==> src/verilog/adcig_pkg.sv <==
// Constants, register map, types and decoding shared by the converter
// completion interrupt gating block. Assumes a single 125 MHz clock.
// Functional notes
// - A request reaches the core only while the core's global mask flag is 1.
// - A request is forwarded only when the source enable is set and its priority level permits delivery.
// - The converter raises its completion request only while its local interrupt enable is set.
// - A completion request sets the pending request flag to 1.
// - The source carries a four-bit priority level field in bits 3 down to 0.
// - After a single-channel conversion the result is stored first and then the completion request is raised.
// - In a two-channel scan the completion request is raised once, after the last channel finishes.
// - Compare match A starts channel 0 and compare match B, 150 us after the start, starts channel 1.
// - Writing 0 to the pending request flag clears it.
package adcig_pkg;

    localparam int unsigned ADDR_W = 8;
    localparam int unsigned DATA_W = 32;
    localparam int unsigned RESULT_W = 12;
    localparam int unsigned PRIO_W = 4;
    localparam int unsigned CNT_W = 24;

    localparam logic [ADDR_W-1:0] ADDR_CTRL = 8'h00;
    localparam logic [ADDR_W-1:0] ADDR_PRIO = 8'h04;
    localparam logic [ADDR_W-1:0] ADDR_STAT = 8'h08;
    localparam logic [ADDR_W-1:0] ADDR_START = 8'h0C;
    localparam logic [ADDR_W-1:0] ADDR_RES0 = 8'h10;
    localparam logic [ADDR_W-1:0] ADDR_RES1 = 8'h14;

    localparam int unsigned CTRL_SRCEN_BIT = 0;
    localparam int unsigned CTRL_LIE_BIT = 1;
    localparam int unsigned CTRL_GRP_BIT = 2;
    localparam int unsigned PRIO_LSB = 0;
    localparam int unsigned STAT_PEND_BIT = 0;
    localparam int unsigned STAT_BUSY_BIT = 1;
    localparam int unsigned STAT_IRQ_BIT = 2;
    localparam int unsigned STAT_GMASK_BIT = 3;
    localparam int unsigned START_BIT = 0;

    localparam logic [PRIO_W-1:0] PRIO_OFF = 4'h0;
    localparam logic [PRIO_W-1:0] PRIO_RST = 4'h0;
    localparam logic [RESULT_W-1:0] RESULT_RST = 12'h000;
    localparam logic [DATA_W-1:0] DATA_ZERO = 32'h0000_0000;

    localparam logic [1:0] RESP_OKAY = 2'h0;
    localparam logic [1:0] RESP_SLVERR = 2'h2;

    localparam int unsigned CLK_MHZ = 125;
    localparam int unsigned CMPB_TIME_US = 150;
    localparam int unsigned CMPB_CYCLES_DEF = CMPB_TIME_US * CLK_MHZ;

    typedef enum logic [1:0] {SCAN_IDLE, SCAN_CONV0, SCAN_WAIT_B, SCAN_CONV1} adcig_scan_e;

    typedef enum logic [2:0] {REG_CTRL, REG_PRIO, REG_STAT, REG_START, REG_RES0, REG_RES1, REG_NONE} adcig_reg_e;

    function automatic adcig_reg_e adcig_decode(input logic [ADDR_W-1:0] addr);
        adcig_reg_e r;
        unique case (addr)
            ADDR_CTRL: r = REG_CTRL;
            ADDR_PRIO: r = REG_PRIO;
            ADDR_STAT: r = REG_STAT;
            ADDR_START: r = REG_START;
            ADDR_RES0: r = REG_RES0;
            ADDR_RES1: r = REG_RES1;
            default: r = REG_NONE;
        endcase
        return r;
    endfunction

endpackage

==> src/verilog/adcig_scan_if.sv <==
// Link between the register side and the scan sequencer.
// Assumes both ends run on the same clock.
`timescale 1ns/100ps
`default_nettype none
interface adcig_scan_if;
    import adcig_pkg::*;
    logic start;
    logic group_mode;
    logic conv_done;
    logic [RESULT_W-1:0] conv_data;
    logic busy;
    logic scan_done;
    logic [RESULT_W-1:0] result0;
    logic [RESULT_W-1:0] result1;

    modport ctl (output start, output group_mode, output conv_done, output conv_data,
                 input busy, input scan_done, input result0, input result1);
    modport seq (input start, input group_mode, input conv_done, input conv_data,
                 output busy, output scan_done, output result0, output result1);
endinterface
`default_nettype wire

==> src/verilog/adcig_top.sv <==
// Converter completion interrupt gating with an AXI4-Lite register slave.
// Assumes the converter pins are asynchronous and the core sits on clk_in.
`timescale 1ns/100ps
`default_nettype none
module adcig_top
    import adcig_pkg::*;
#(
    parameter int unsigned CMPB_CYCLES = CMPB_CYCLES_DEF
) (
    input wire logic clk_in,
    input wire logic arst_n_in,
    input wire logic [ADDR_W-1:0] s_axi_awaddr_in,
    input wire logic [2:0] s_axi_awprot_in,
    input wire logic s_axi_awvalid_in,
    output logic s_axi_awready_out,
    input wire logic [DATA_W-1:0] s_axi_wdata_in,
    input wire logic [3:0] s_axi_wstrb_in,
    input wire logic s_axi_wvalid_in,
    output logic s_axi_wready_out,
    output logic [1:0] s_axi_bresp_out,
    output logic s_axi_bvalid_out,
    input wire logic s_axi_bready_in,
    input wire logic [ADDR_W-1:0] s_axi_araddr_in,
    input wire logic [2:0] s_axi_arprot_in,
    input wire logic s_axi_arvalid_in,
    output logic s_axi_arready_out,
    output logic [DATA_W-1:0] s_axi_rdata_out,
    output logic [1:0] s_axi_rresp_out,
    output logic s_axi_rvalid_out,
    input wire logic s_axi_rready_in,
    input wire logic conv_done_in,
    input wire logic [RESULT_W-1:0] conv_data_in,
    output logic conv_start_out,
    output logic conv_chan_out,
    input wire logic global_mask_flag_in,
    input wire logic core_ack_in,
    output logic irq_req_out,
    output logic [PRIO_W-1:0] priority_level_out
);
    adcig_scan_if sif ();

    // Write channel holding registers
    logic aw_full_q, aw_full_d;
    logic [ADDR_W-1:0] awaddr_q, awaddr_d;
    logic w_full_q, w_full_d;
    logic [DATA_W-1:0] wdata_q, wdata_d;
    logic [3:0] wstrb_q, wstrb_d;
    logic bvalid_q, bvalid_d;
    logic [1:0] bresp_q, bresp_d;
    // Read channel registers
    logic rvalid_q, rvalid_d;
    logic [DATA_W-1:0] rdata_q, rdata_d;
    logic [1:0] rresp_q, rresp_d;
    // Control and status
    logic srcen_q, srcen_d;
    logic lie_q, lie_d;
    logic grp_q, grp_d;
    logic [PRIO_W-1:0] prio_q, prio_d;
    logic pend_q, pend_d;
    logic start_q, start_d;
    // Converter pin synchronisers
    logic done_s1_q, done_s2_q, done_s3_q;
    logic [RESULT_W-1:0] data_s1_q, data_s2_q;

    logic do_write;
    logic irq_req;
    logic local_evt;
    adcig_reg_e wr_reg;
    adcig_reg_e rd_reg;

    assign wr_reg = adcig_decode(awaddr_q);
    assign rd_reg = adcig_decode(s_axi_araddr_in);
    assign do_write = aw_full_q && w_full_q && !bvalid_q;

    // Only a completion seen with the local enable set becomes a request
    assign local_evt = sif.scan_done && lie_q;

    // Four gates in series; priority level 0 means never delivered
    assign irq_req = pend_q && srcen_q && (prio_q != PRIO_OFF)
                     && global_mask_flag_in;

    always_comb begin
        aw_full_d = aw_full_q;
        awaddr_d = awaddr_q;
        w_full_d = w_full_q;
        wdata_d = wdata_q;
        wstrb_d = wstrb_q;
        bvalid_d = bvalid_q;
        bresp_d = bresp_q;
        rvalid_d = rvalid_q;
        rdata_d = rdata_q;
        rresp_d = rresp_q;
        srcen_d = srcen_q;
        lie_d = lie_q;
        grp_d = grp_q;
        prio_d = prio_q;
        pend_d = pend_q;
        start_d = 1'b0;

        if (s_axi_awvalid_in && !aw_full_q) begin
            aw_full_d = 1'b1;
            awaddr_d = s_axi_awaddr_in;
        end
        if (s_axi_wvalid_in && !w_full_q) begin
            w_full_d = 1'b1;
            wdata_d = s_axi_wdata_in;
            wstrb_d = s_axi_wstrb_in;
        end
        if (s_axi_bvalid_out && s_axi_bready_in) begin
            bvalid_d = 1'b0;
        end

        // Acceptance by the core retires the request
        if (irq_req && core_ack_in) begin
            pend_d = 1'b0;
        end

        if (do_write) begin
            aw_full_d = 1'b0;
            w_full_d = 1'b0;
            bvalid_d = 1'b1;
            bresp_d = (wr_reg == REG_NONE) ? RESP_SLVERR : RESP_OKAY;
            if (wstrb_q[0]) begin
                unique case (wr_reg)
                    REG_CTRL: begin
                        srcen_d = wdata_q[CTRL_SRCEN_BIT];
                        lie_d = wdata_q[CTRL_LIE_BIT];
                        grp_d = wdata_q[CTRL_GRP_BIT];
                    end
                    REG_PRIO: prio_d = wdata_q[PRIO_LSB +: PRIO_W];
                    REG_STAT: begin
                        // Writing 1 leaves the flag alone
                        if (!wdata_q[STAT_PEND_BIT]) begin
                            pend_d = 1'b0;
                        end
                    end
                    REG_START: start_d = wdata_q[START_BIT];
                    default: begin
                    end
                endcase
            end
        end

        // Set after clear so an event in the clearing cycle survives
        if (local_evt) begin
            pend_d = 1'b1;
        end

        if (s_axi_rvalid_out && s_axi_rready_in) begin
            rvalid_d = 1'b0;
        end
        if (s_axi_arvalid_in && !rvalid_q) begin
            rvalid_d = 1'b1;
            rdata_d = DATA_ZERO;
            rresp_d = RESP_OKAY;
            unique case (rd_reg)
                REG_CTRL: begin
                    rdata_d[CTRL_SRCEN_BIT] = srcen_q;
                    rdata_d[CTRL_LIE_BIT] = lie_q;
                    rdata_d[CTRL_GRP_BIT] = grp_q;
                end
                REG_PRIO: rdata_d[PRIO_LSB +: PRIO_W] = prio_q;
                REG_STAT: begin
                    rdata_d[STAT_PEND_BIT] = pend_q;
                    rdata_d[STAT_BUSY_BIT] = sif.busy;
                    rdata_d[STAT_IRQ_BIT] = irq_req;
                    rdata_d[STAT_GMASK_BIT] = global_mask_flag_in;
                end
                REG_START: rdata_d = DATA_ZERO;
                REG_RES0: rdata_d[RESULT_W-1:0] = sif.result0;
                REG_RES1: rdata_d[RESULT_W-1:0] = sif.result1;
                default: rresp_d = RESP_SLVERR;
            endcase
        end
    end

    always_ff @(posedge clk_in or negedge arst_n_in) begin
        if (!arst_n_in) begin
            aw_full_q <= 1'b0;
            awaddr_q <= '0;
            w_full_q <= 1'b0;
            wdata_q <= DATA_ZERO;
            wstrb_q <= 4'h0;
            bvalid_q <= 1'b0;
            bresp_q <= RESP_OKAY;
            rvalid_q <= 1'b0;
            rdata_q <= DATA_ZERO;
            rresp_q <= RESP_OKAY;
            srcen_q <= 1'b0;
            lie_q <= 1'b0;
            grp_q <= 1'b0;
            prio_q <= PRIO_RST;
            pend_q <= 1'b0;
            start_q <= 1'b0;
        end else begin
            aw_full_q <= aw_full_d;
            awaddr_q <= awaddr_d;
            w_full_q <= w_full_d;
            wdata_q <= wdata_d;
            wstrb_q <= wstrb_d;
            bvalid_q <= bvalid_d;
            bresp_q <= bresp_d;
            rvalid_q <= rvalid_d;
            rdata_q <= rdata_d;
            rresp_q <= rresp_d;
            srcen_q <= srcen_d;
            lie_q <= lie_d;
            grp_q <= grp_d;
            prio_q <= prio_d;
            pend_q <= pend_d;
            start_q <= start_d;
        end
    end

    // Data settle before the done edge, so two stages suffice for both
    always_ff @(posedge clk_in or negedge arst_n_in) begin
        if (!arst_n_in) begin
            done_s1_q <= 1'b0;
            done_s2_q <= 1'b0;
            done_s3_q <= 1'b0;
            data_s1_q <= RESULT_RST;
            data_s2_q <= RESULT_RST;
        end else begin
            done_s1_q <= conv_done_in;
            done_s2_q <= done_s1_q;
            done_s3_q <= done_s2_q;
            data_s1_q <= conv_data_in;
            data_s2_q <= data_s1_q;
        end
    end

    assign sif.start = start_q;
    assign sif.group_mode = grp_q;
    assign sif.conv_done = done_s2_q && !done_s3_q;
    assign sif.conv_data = data_s2_q;

    adcig_seq #(
        .CMPB_CYCLES(CMPB_CYCLES)
    ) u_seq (
        .clk_in(clk_in),
        .arst_n_in(arst_n_in),
        .sif(sif),
        .conv_start_out(conv_start_out),
        .conv_chan_out(conv_chan_out)
    );

    assign s_axi_awready_out = !aw_full_q;
    assign s_axi_wready_out = !w_full_q;
    assign s_axi_bvalid_out = bvalid_q;
    assign s_axi_bresp_out = bresp_q;
    assign s_axi_arready_out = !rvalid_q;
    assign s_axi_rvalid_out = rvalid_q;
    assign s_axi_rdata_out = rdata_q;
    assign s_axi_rresp_out = rresp_q;
    assign irq_req_out = irq_req;
    assign priority_level_out = prio_q;
endmodule
`default_nettype wire

==> src/verilog/adcig_seq.sv <==
// Scan sequencer: timer compare matches A and B and the channel order.
// Assumes conv_done is a one-cycle pulse already on this clock.
`timescale 1ns/100ps
`default_nettype none
module adcig_seq
    import adcig_pkg::*;
#(
    parameter int unsigned CMPB_CYCLES = CMPB_CYCLES_DEF
) (
    input wire logic clk_in,
    input wire logic arst_n_in,
    adcig_scan_if.seq sif,
    output logic conv_start_out,
    output logic conv_chan_out
);
    localparam logic [CNT_W-1:0] CMPB_LAST = CNT_W'(CMPB_CYCLES - 1);

    adcig_scan_e state_q, state_d;
    logic [CNT_W-1:0] cnt_q, cnt_d;
    logic cmpb_q, cmpb_d;
    logic start_q, start_d;
    logic chan_q, chan_d;
    logic done_q, done_d;
    logic [RESULT_W-1:0] res0_q, res0_d, res1_q, res1_d;

    always_comb begin
        state_d = state_q;
        cnt_d = cnt_q;
        cmpb_d = cmpb_q;
        start_d = 1'b0;
        chan_d = chan_q;
        done_d = 1'b0;
        res0_d = res0_q;
        res1_d = res1_q;
        // Compare match B timer runs from the start trigger; it saturates so a slow channel 0 cannot miss it
        if (state_q != SCAN_IDLE && !cmpb_q) begin
            cnt_d = cnt_q + CNT_W'(1);
            cmpb_d = (cnt_q == CMPB_LAST);
        end
        unique case (state_q)
            SCAN_IDLE: begin
                if (sif.start) begin
                    // Compare match A starts channel 0 at once
                    cnt_d = '0;
                    cmpb_d = 1'b0;
                    start_d = 1'b1;
                    chan_d = 1'b0;
                    state_d = SCAN_CONV0;
                end
            end
            SCAN_CONV0: begin
                if (sif.conv_done) begin
                    res0_d = sif.conv_data;
                    if (sif.group_mode) begin
                        state_d = SCAN_WAIT_B;
                    end else begin
                        done_d = 1'b1;
                        state_d = SCAN_IDLE;
                    end
                end
            end
            SCAN_WAIT_B: begin
                if (cmpb_q) begin
                    start_d = 1'b1;
                    chan_d = 1'b1;
                    state_d = SCAN_CONV1;
                end
            end
            SCAN_CONV1: begin
                if (sif.conv_done) begin
                    res1_d = sif.conv_data;
                    done_d = 1'b1;
                    state_d = SCAN_IDLE;
                end
            end
        endcase
    end

    always_ff @(posedge clk_in or negedge arst_n_in) begin
        if (!arst_n_in) begin
            state_q <= SCAN_IDLE;
            cnt_q <= '0;
            cmpb_q <= 1'b0;
            start_q <= 1'b0;
            chan_q <= 1'b0;
            done_q <= 1'b0;
            res0_q <= RESULT_RST;
            res1_q <= RESULT_RST;
        end else begin
            state_q <= state_d;
            cnt_q <= cnt_d;
            cmpb_q <= cmpb_d;
            start_q <= start_d;
            chan_q <= chan_d;
            done_q <= done_d;
            res0_q <= res0_d;
            res1_q <= res1_d;
        end
    end

    assign conv_start_out = start_q;
    assign conv_chan_out = chan_q;
    assign sif.busy = (state_q != SCAN_IDLE);
    assign sif.scan_done = done_q;
    assign sif.result0 = res0_q;
    assign sif.result1 = res1_q;
endmodule
`default_nettype wire

==> config.mk <==
export PLATFORM = sky130hd
export DESIGN_NAME = adcig_top
export DESIGN_NICKNAME = d
export VERILOG_FILES = /design/src/verilog/adcig_pkg.sv /design/src/verilog/adcig_scan_if.sv /design/src/verilog/adcig_top.sv /design/src/verilog/adcig_seq.sv
export SDC_FILE = /design/constraint.sdc
export NUM_CORES = 1
export LEC_CHECK = 0
export BUFFER_PORTS_ARGS = -buffer_cell sky130_fd_sc_hd__buf_2
export CORE_AREA = 2 2 108 110
export DETAILED_ROUTE_END_ITERATION = 8
export DIE_AREA = 0 0 110 112
export PLACE_DENSITY = 0.78
export SYNTH_ARGS = -nofsm -noshare
export SYNTH_HDL_FRONTEND = slang
export SYNTH_SLANG_ARGS = --single-unit
==> constraint.sdc <==
create_clock -name clk_in -period 1.9 [get_ports clk_in]
set_input_delay 0.38 -clock clk_in [delete_from_list [all_inputs] [get_ports clk_in]]
set_output_delay 0.38 -clock clk_in [all_outputs]
set_load 0.1 [all_outputs]
==> out/qor.yml, run 1 <==
final_cell_area_um2: 6893
routed-via-count: 3860
comb_power_share: 0.204
count_of_clock_tree_sinks: 121
timing_max_transition_violations_final: 0
drt_pre_antenna_iters: 4
multi_input_area_um2: 2227
path_buf_inv: 0
hold_violations: 0
postPlaceCellArea_um2: 6086
grt_max_degree: 36
place.gp.congestion: 0.9007
max_slew_margin: 0.6677
clkPwrFrac: 0.391
grt_first_pass_wirelength_um: 19680
ff2ff_setup_slack_ps: -240
worst_path_most_repeated_cell: "or4_4"
antenna_cells: 0
final_layout_size_suffix_gt1_frac: 0.3959
clkLatencyLatePin_ps: 410
cts_buffer_depth: 2
timing.final.ws_setup_ps: -239.4
drt-total-wl_um: 11810
holdCritPathClass: "in2reg"
number_of_filler_cells_placed_in_the_layout: 845
initial_cell_density_of_the_core: 0.4706
critPathMaxFanout: 3
drt.antenna.violating_nets: 0
layout_common_cells: "dfrtp_1, buf_2, buf_4"
drt_drc_violations_left: 0
worstPathRequired_ps: 2190
failed_checks: "negative setup slack"
power_leakage_nw: 3.282
run_status: "finished, violations left"
max_clock_freq_mhz: 467.4
switching_power_mw: 2.624
die_y_um: 112
pin_count: 128
syn2layout_area_growth_pct: 31.07
crit_path_cell_trace: "or4_4 > or4_4 > nor3_4 > mux2_4"
worst_clock_skew_ps: 7.718
cp_slowest_stage_delay_ps: 540
yosys-mux-area-fraction: 0.1202
r2r_start: "awaddr_q[0]"
critical_path.startpoint_type: "flop"
post_synth_instance_area_um2: 5259
gr-total-overflow: 0
end_kind: "flop"
post_synth_num_cell_types: 58
synth-seq-cells: 121
synth_simple_gate_area_frac: 0.1468
synth_top_family_by_area: "simple AND/OR/NAND/NOR gates"
synth_compound_area_frac: 0.07209
grt_setup_unrepaired: "true"
post_synth_fa_ha_maj_area_fraction: 0.009517
r2r_cells: 4
critical_path.top_delay_family: "simple AND/OR/NAND/NOR gates"
post_synthesis_share_of_cell_area_spent_on_xor_and_xnor_gates: 0.02665
critPathKind: "reg2reg"
route.detailed.vias_per_inst: 5.295
critical_path.reg2reg.endpoint: "srcen_q"
drtIter0Drc: 243
crit_cells: 4
seq_power_share: 0.406
timing.final.setup_violations: 11
totalPowerFinal_mw: 7.936
postSynthCellCount: 446
final.period_utilization: 1.126
tightestPinTransition_ps: 497.4
power_switching_share: 0.3307
most_instantiated_flip_flop_cell_in_the_synthesis_netlist: "dfrtp_1"
ctsRootBufferMaster: "clkbuf_16"
data_arrival_time_at_the_worst_slack_endpoint_ps: 2430
hold_ws_ps: 66.85
maxCapViolations: 0
layout.nets: 657
register_area_um2: 3038
dpl_worst_slack_ps: -598.0
htree_levels: 4
post_dr_wirelength_cell_um: 16.20
first_global_vias: 3995
synth.yosys.warnings: 0
clk_pin_slew_ps: 60
placeableCoreArea_um2: 11170
syn-mean-instance-area_um2: 11.79
critical_path.endpoint: "srcen_q"
die-area_um2: 12320
period_needed_ps: 2139
commonest_non_fill_non_tap_cell_in_the_layout: "dfrtp_1"
portBuffers: 68
synth.yosys.seq_area_share: 0.5758
crit_start: "awaddr_q[0]"
grt_usage: 0.2080
dp_hpwl_um: 8082
power_density_nw_per_um2: 1151
floorplan_row_count: 39
grt_antenna_before_repair: 0
synth-edff-count: 0
cts_tree: "built"
vdd_ir_drop_max_mv: 0.6987
tritoncts.num_buffers: 17
async_flop_share: 1.000
p_int_mw: 5.311
die_width_um: 110
crit_path_top_delay_cell: "or4_4"
==> cell usage after synthesis (4+ instances only) <==
cell / instances / area (um^2)
clkbuf_1: 8 / 30.03
mux2_2: 40 / 450.4
a32oi_1: 4 / 35.03
nor2_1: 27 / 101.4
nor4_1: 11 / 68.82
xnor2_1: 10 / 87.58
dfrtp_1: 121 / 3028
buf_4: 22 / 165.2
mux2_4: 4 / 60.06
ha_1: 4 / 50.05
nand2_1: 43 / 161.4
and2_1: 4 / 25.02
nand4_1: 7 / 43.79
xor2_1: 6 / 52.55
a21oi_1: 8 / 40.04
nand3_1: 10 / 50.05
nor2b_1: 4 / 25.02
o21ai_0: 26 / 130.1
nor3_1: 8 / 40.04
mux2i_1: 11 / 110.1
inv_1: 13 / 48.80
==> worst min-delay path by stage <==
stage                                start            end  slack [ps]  cells past startpoint
after global placement        data_s1_q[9]   data_s2_q[9]         330                      0
after floorplan                  arst_n_in      async pin          80                      0
after detailed placement     data_s1_q[10]  data_s2_q[10]         330                      0
after CTS                  conv_data_in[4]   data_s1_q[4]          50                      1
after global routing       conv_data_in[5]   data_s1_q[5]          50                      1
final                     conv_data_in[11]  data_s1_q[11]          70                      1
==> metrics by stage <==
step / TNS [ps] / cells / utilization
after detailed placement: -6333 / 688 / 0.5446
after CTS: -1977 / 725 / 0.6090
after global placement: -5188 / 688 / 0.5446
after global routing: -2802 / 729 / 0.6168
final: -1976 / 729 / 0.6168
after floorplan: -3195 / 467 / -
==> state kept, by name, summed over array words and instances, names as in the netlist, 4 cells and up, named ones only <==
signal              cells
data_s2_q              12
u_seq.cnt_q            24
priority_level_out      4
u_seq.sif.result0      12
awaddr_q                8
u_seq.sif.result1      12
data_s1_q              12
s_axi_rdata_out        12
wdata_q                 4
==> layout make-up <==
| type | instances | share of cell area |
|---|---|---|
| repair buffers | 119 | 0.1180 |
| well taps | 143 | 0.02596 |
| clock buffers | 17 | 0.06172 |
| multi-input cells | 301 | 0.3231 |
| inverters | 13 | 0.007987 |
| flip-flops and latches | 121 | 0.4407 |
| clock inverters | 15 | 0.02251 |
==> power groups by stage <==
stage               Clock (mW)  Sequential, mW  Combinational [mW]
floorplan                    0            3.48               0.953
global placement             0            3.22                1.53
detailed placement           0            3.25                1.57
CTS                       3.13            3.22                1.62
global route              3.26            3.27                1.73
finish                    3.10            3.22                1.62
==> kinds of logic (layout without fill, tap and decap cells) <==
group	after synthesis	after routing
adders and majority gates	4	4
other	1	22
and+or+nand+nor	144	144
AOI/OAI and AO/OA	59	59
muxes	56	56
xor gates and xnor gates	16	16
buffers and inverters	45	164
DFF	121	121
==> routing by layer <==
layer / vias to the layer above / track usage / share of wire
met5: - / 0 / 0
met4: 0 / 0.06582 / 0.012
met3: 16 / 0.05913 / 0.059
met2: 133 / 0.3346 / 0.50
met1: 1916 / 0.2715 / 0.43
li1: 1795 / - / -
==> repair_timing <==
| item | CTS | global route |
|---|---|---|
| endpoints found under the setup margin | 14 | 17 |
| hold buffers | 1 | 0 |
| resized for setup | 23 | 11 |
| setup buffers | 4 | 4 |
| hold endpoints to repair | 25 | 0 |
| pin swaps | 5 | 8 |
Note: power is estimated with default switching activity, not from simulation.
==> inputs of run 2 (changes only) <==
--- a/config.mk
+++ b/config.mk
@@ -5,11 +5,11 @@
 export SDC_FILE = /design/constraint.sdc
 export NUM_CORES = 1
 export LEC_CHECK = 0
-export BUFFER_PORTS_ARGS = -buffer_cell sky130_fd_sc_hd__buf_2
-export CORE_AREA = 2 2 108 110
+export CORE_AREA = 2 2 100 102
 export DETAILED_ROUTE_END_ITERATION = 8
-export DIE_AREA = 0 0 110 112
-export PLACE_DENSITY = 0.78
+export DIE_AREA = 0 0 102 104
+export DONT_BUFFER_PORTS = 1
+export PLACE_DENSITY = 0.76
 export SYNTH_ARGS = -nofsm -noshare
 export SYNTH_HDL_FRONTEND = slang
 export SYNTH_SLANG_ARGS = --single-unit
==> out/qor.yml, run 2 (synthesized netlist as in run 1, its figures left out) <==
commonest_non_fill_non_tap_cell_in_the_layout: "dfrtp_1"
antenna_cells: 0  # unchanged
pin_count: 128  # unchanged
die_y_um: 104  # -7.1%
period_needed_ps: 2121  # -18.73 ps
syn2layout_area_growth_pct: 27.53
core_util_final: 0.7023  # +0.08547
holdCritPathClass: "in2async"
grt_antenna_before_repair: 0  # unchanged
crit_path_cell_trace: "or4_4 > and2_4"
max_clock_freq_mhz: 471.6  # +0.88%
top_register: "u_seq.cnt_q"
failed_checks: "negative hold slack, negative setup slack"
end_kind: "output port"
place.gp.congestion: 0.8993  # -0.16%
dp_hpwl_um: 7267  # -10%
global_route.usage.met3: 0.09476  # +0.03562
crit_path_top_delay_cell: "or4_4"
worstPathRequired_ps: 1520  # -670 ps
ctsRootBufferMaster: "clkbuf_8"
initial_cell_density_of_the_core: 0.5507  # +0.08010
final_cell_count_no_fill: 686  # -5.9%
grt_setup_unrepaired: "true"
final.period_utilization: 1.116  # -0.009858
die-area_um2: 10610  # -14%
routed-via-count: 3701  # -4.1%
floorplan_row_count: 36  # -7.7%
critPathKind: "reg2out"
cts_tree: "built"
layout_common_cells: "dfrtp_1, buf_4, nand2_1"
gr-total-overflow: 0  # unchanged
route.detailed.vias_per_inst: 5.395  # +1.9%
drt.antenna.violating_nets: 0  # unchanged
critPathMaxFanout: 2  # -1
dpl_worst_slack_ps: -493.1  # +104.9 ps
post_dr_wirelength_cell_um: 16.50  # +1.8%
power_leakage_nw: 3.069  # -6.5%
power_density_nw_per_um2: 1155  # +0.34%
tightestPinTransition_ps: 499.6  # +2.225 ps
run_status: "finished, violations left"
clkLatencyLatePin_ps: 540  # +130 ps
final_layout_size_suffix_gt1_frac: 0.2929  # -0.1030
use_met1: 0.2740  # +0.002596
maxCapViolations: 0  # unchanged
clk_pin_slew_ps: 60  # about the same
largest_reg_flops: 24  # unchanged
max_slew_margin: 0.6662  # -0.001486
drt_drc_violations_left: 0  # unchanged
grt_most_used_layer: "met2"
layout.nets: 624  # -5.0%
placeableCoreArea_um2: 9549  # -15%
setup_tns_ps: -1441  # +535.4 ps
tritoncts.num_buffers: 17  # unchanged
htree_levels: 4  # unchanged
drtIter0Drc: 212  # -13%
timing.final.setup_violations: 9  # -2
grt_first_pass_wirelength_um: 18630  # -5.3%
grt_max_degree: 122  # +240%
grt.met2_usage: 0.3755  # +0.04091
portBuffers: 0  # -100%
data_arrival_time_at_the_worst_slack_endpoint_ps: 1740  # -690 ps
critical_path.startpoint_type: "flop"
worst_clock_skew_ps: 11.92  # +4.206 ps
first_global_vias: 3898  # -2.4%
cp_slowest_stage_delay_ps: 540  # about the same
timing_max_transition_violations_final: 0  # unchanged
drt-total-wl_um: 11320  # -4.2%
hold_ws_ps: -464.7  # -531.6 ps
post-place-cells: 620  # -9.9%
timing.final.ws_setup_ps: -220.6  # +18.73 ps
drt_pre_antenna_iters: 5  # +1
r2r_cells: 4  # unchanged
cts-hold-fix-buffers: 30  # +29
grt_usage: 0.2344  # +0.02641
count_of_clock_tree_sinks: 121  # unchanged
hold_violations: 121  # +121
die_width_um: 102  # -7.3%
cts_buffer_depth: 2  # unchanged
vdd_ir_drop_max_mv: 1.149  # +64%
[run 2: worst paths after layout]
path                                        from                   end  slack, ps
setup / recovery           priority_level_out[2]           irq_req_out       -220
hold / removal                         arst_n_in  u_seq.conv_start_out       -460
setup reg to reg                     awaddr_q[0]               srcen_q       -200
hold reg to reg                        done_s1_q             done_s2_q        340
max in group asynchronous              arst_n_in        u_seq.cnt_q[1]       2090
min in group clk_in           s_axi_araddr_in[2]    s_axi_rdata_out[2]         90
[run 2: through the flow]
stage | total power [mW] | instance area, um^2
after global routing | 8.083 | 6706
after detailed placement | 4.725 | 5768
after global placement | 4.654 | 5768
after floorplan | 4.435 | 5428
final | 7.747 | 6706
after CTS | 7.755 | 6681
[run 2: where the power goes]
group          leakage (nW)  internal [mW]  switching [mW]
sequential             1.57           2.94           0.283
clock                 0.262           1.77            1.15
combinational          1.23          0.558            1.05
[run 2: final cells by class]
class                      instances  area [um^2]
inverter                          13        52.55
sequential                       121         3038
fill                             685         2843
multi-input combinational        301         2168
tap                              133        166.4
clock inverter                     9        66.31
clock buffer                      23        486.7
timing repair buffer              86        728.2
[run 2: metal layers]
metal	up-vias	share of wire
li1	1725	-
met1	1820	0.39
met2	129	0.51
met3	27	0.074
met4	0	0.021
met5	-	0
[run 2: critical path, delay by kind of cell (launching register included)]
kind / cells / cell delay (ps)
and+or+nand+nor: 2 / 800
DFF: 1 / 400
[run 2: timing repair]
action                     4_1_cts  5_1_grt
hold endpoints to repair       151      121
pin swaps                        7        2
setup endpoints to repair        9       17
gates resized for setup          7        5
buffers inserted                 4        1
cloned                           0        0
==> inputs of run 3 (changes only) <==
--- a/config.mk
+++ b/config.mk
@@ -10,6 +10,7 @@
 export DIE_AREA = 0 0 102 104
 export DONT_BUFFER_PORTS = 1
 export PLACE_DENSITY = 0.76
+export REMOVE_ABC_BUFFERS = 1
 export SYNTH_ARGS = -nofsm -noshare
 export SYNTH_HDL_FRONTEND = slang
 export SYNTH_SLANG_ARGS = --single-unit
==> out/qor.yml, run 3 (synthesized netlist as in run 1, its figures left out) <==
commonest_non_fill_non_tap_cell_in_the_layout: "dfrtp_1"
hold_violations: 121  # unchanged
grt_setup_unrepaired: "true"
timing.final.ws_setup_ps: -230.4  # -9.753 ps
tritoncts.num_buffers: 17  # unchanged
cts_buffer_depth: 2  # unchanged
grt_max_degree: 122  # unchanged
initial_cell_density_of_the_core: 0.5507  # unchanged
holdCritPathClass: "in2async"
drt-total-wl_um: 11650  # +2.9%
clkLatencyLatePin_ps: 520  # -20 ps
largest_reg_flops: 24  # unchanged
worstPathRequired_ps: 1520  # about the same
layout_common_cells: "dfrtp_1, buf_4, nand2_1"
run_status: "finished, violations left"
maxCapViolations: 0  # unchanged
cts-hold-fix-buffers: 29  # -3.3%
number_of_filler_cells_placed_in_the_layout: 665  # -2.9%
floorplan_row_count: 36  # unchanged
final_layout_size_suffix_gt1_frac: 0.2862  # -0.006722
vdd_ir_drop_max_mv: 1.173  # +2.1%
layout.nets: 630  # +0.96%
critPathMaxFanout: 2  # unchanged
r2r_start: "awaddr_q[6]"
syn2layout_area_growth_pct: 28.88
placeableCoreArea_um2: 9549  # unchanged
antenna_cells: 0  # unchanged
die_width_um: 102  # unchanged
grt_antenna_before_repair: 0  # unchanged
drtIter0Drc: 184  # -13%
ctsRootBufferMaster: "clkbuf_8"
power_leakage_nw: 3.139  # +2.3%
postPlaceCellArea_um2: 5732  # -0.63%
timing.final.setup_violations: 10  # +1
pin_count: 128  # unchanged
drt_pre_antenna_iters: 4  # -1
htree_levels: 4  # unchanged
die_y_um: 104  # unchanged
final_cell_count_no_fill: 692  # +0.87%
timing_max_transition_violations_final: 0  # unchanged
cp_slowest_stage_delay_ps: 530  # about the same
grt_usage: 0.2367  # +0.002298
routed-via-count: 3775  # +2.0%
hold_ws_ps: -437.3  # +27.47 ps
critical_path.top_delay_family: "simple AND/OR/NAND/NOR gates"
grt_first_pass_wirelength_um: 19200  # +3.1%
period_needed_ps: 2130  # +9.753 ps
final_cell_area_um2: 6778  # +1.1%
critPathKind: "reg2out"
critical_path.startpoint_type: "flop"
end_kind: "output port"
core_util_final: 0.7098  # +0.007469
crit_start: "priority_level_out[3]"
top_register: "u_seq.cnt_q"
worst_clock_skew_ps: 6.013  # -5.911 ps
gr-total-overflow: 0  # unchanged
max_clock_freq_mhz: 469.4  # -0.46%
post_dr_wirelength_cell_um: 16.83  # +2.0%
cts_tree: "built"
setup_tns_ps: -1436  # +4.470 ps
dp_hpwl_um: 7346  # +1.1%
crit_path_cell_trace: "or4_4 > and2_4 > buf_12"
first_global_vias: 3974  # +1.9%
drt.antenna.violating_nets: 0  # unchanged
path_buf_inv: 1  # +1
post-place-cells: 624  # +0.65%
power_density_nw_per_um2: 1164  # +0.76%
die-area_um2: 10610  # unchanged
crit_path_top_delay_cell: "or4_4"
clk_pin_slew_ps: 60  # about the same
portBuffers: 0  # unchanged
drt_drc_violations_left: 0  # unchanged
data_arrival_time_at_the_worst_slack_endpoint_ps: 1750  # about the same
route.detailed.vias_per_inst: 5.455  # +1.1%
totalPowerFinal_mw: 7.889  # +1.8%
final.period_utilization: 1.121  # +0.005133
failed_checks: "negative hold slack, negative setup slack"
count_of_clock_tree_sinks: 121  # unchanged
place.gp.congestion: 0.8839  # -1.7%
run 3: changes by cell type in the layout (fill, tap and decap cells not counted), moves of 2 or more:
cell / previous run / this run
buf_4: 54 / 61
bufinv_16: 0 / 2
clkbuf_1: 1 / 3
clkbuf_8: 6 / 3
clkinvlp_4: 5 / 3
dfrtp_1: 115 / 121
dfrtp_2: 5 / 0
nand2_1: 41 / 43
nand2_2: 2 / 0
nor4_2: 2 / 0
run 3: final cells by class:
type / count / area (um^2) / area share
clock buffers: 22 / 452.9 / 0.06683
inverters: 13 / 51.30 / 0.007569
repair buffers: 92 / 779.5 / 0.1150
multi-input cells: 301 / 2181 / 0.3218
flip-flops and latches: 121 / 3028 / 0.4467
clock inverters: 10 / 118.9 / 0.01754
well taps: 133 / 166.4 / 0.02455
run 3: report_power, final:
group	internal [mW]	switching, mW	total (mW)
logic	0.579	1.04	1.62
clock network	1.94	1.10	3.04
registers	2.93	0.296	3.23
total	5.45	2.44	7.89
run 3: what timing repair did:
| action | 4_1_cts | 5_1_grt |
|---|---|---|
| pin swaps | 13 | 8 |
| hold endpoints to repair | 150 | 121 |
| buffers inserted | 8 | 1 |
| gates cloned | 0 | 0 |
| endpoints found under the setup margin | 13 | 13 |
| resized for setup | 20 | 10 |
run 3: final timing paths:
path | to | slack, ps | cells after the start
min in group clk_in | awaddr_q[0] | 20 | 1
setup reg to reg | lie_q | -190 | 4
max in group asynchronous | data_s1_q[9] | 2190 | 0
hold reg to reg | data_s2_q[9] | 350 | 0
setup / recovery | irq_req_out | -230 | 3
hold / removal | done_s1_q | -440 | 0
run 3: per-layer routing:
| metal | share of wire | wire [um] | up-vias | GRT usage |
|---|---|---|---|---|
| met2 | 0.53 | 6161 | 118 | 0.4023 |
| met4 | 0.042 | 486 | 0 | 0.1276 |
| met3 | 0.049 | 565 | 41 | 0.06922 |
| li1 | - | - | 1748 | - |
| met1 | 0.38 | 4433 | 1868 | 0.2628 |
| met5 | 0 | 0 | - | 0 |
run 3: metrics by stage:
step	setup slack [ps]	hold WS, ps
2_1_floorplan	-709.2	84.41
3_3_place_gp	-715.5	90.87
3_5_place_dp	-871.7	89.71
4_1_cts	-263.2	-468.1
5_1_grt	-281.6	-465.5
6_report	-230.4	-437.3
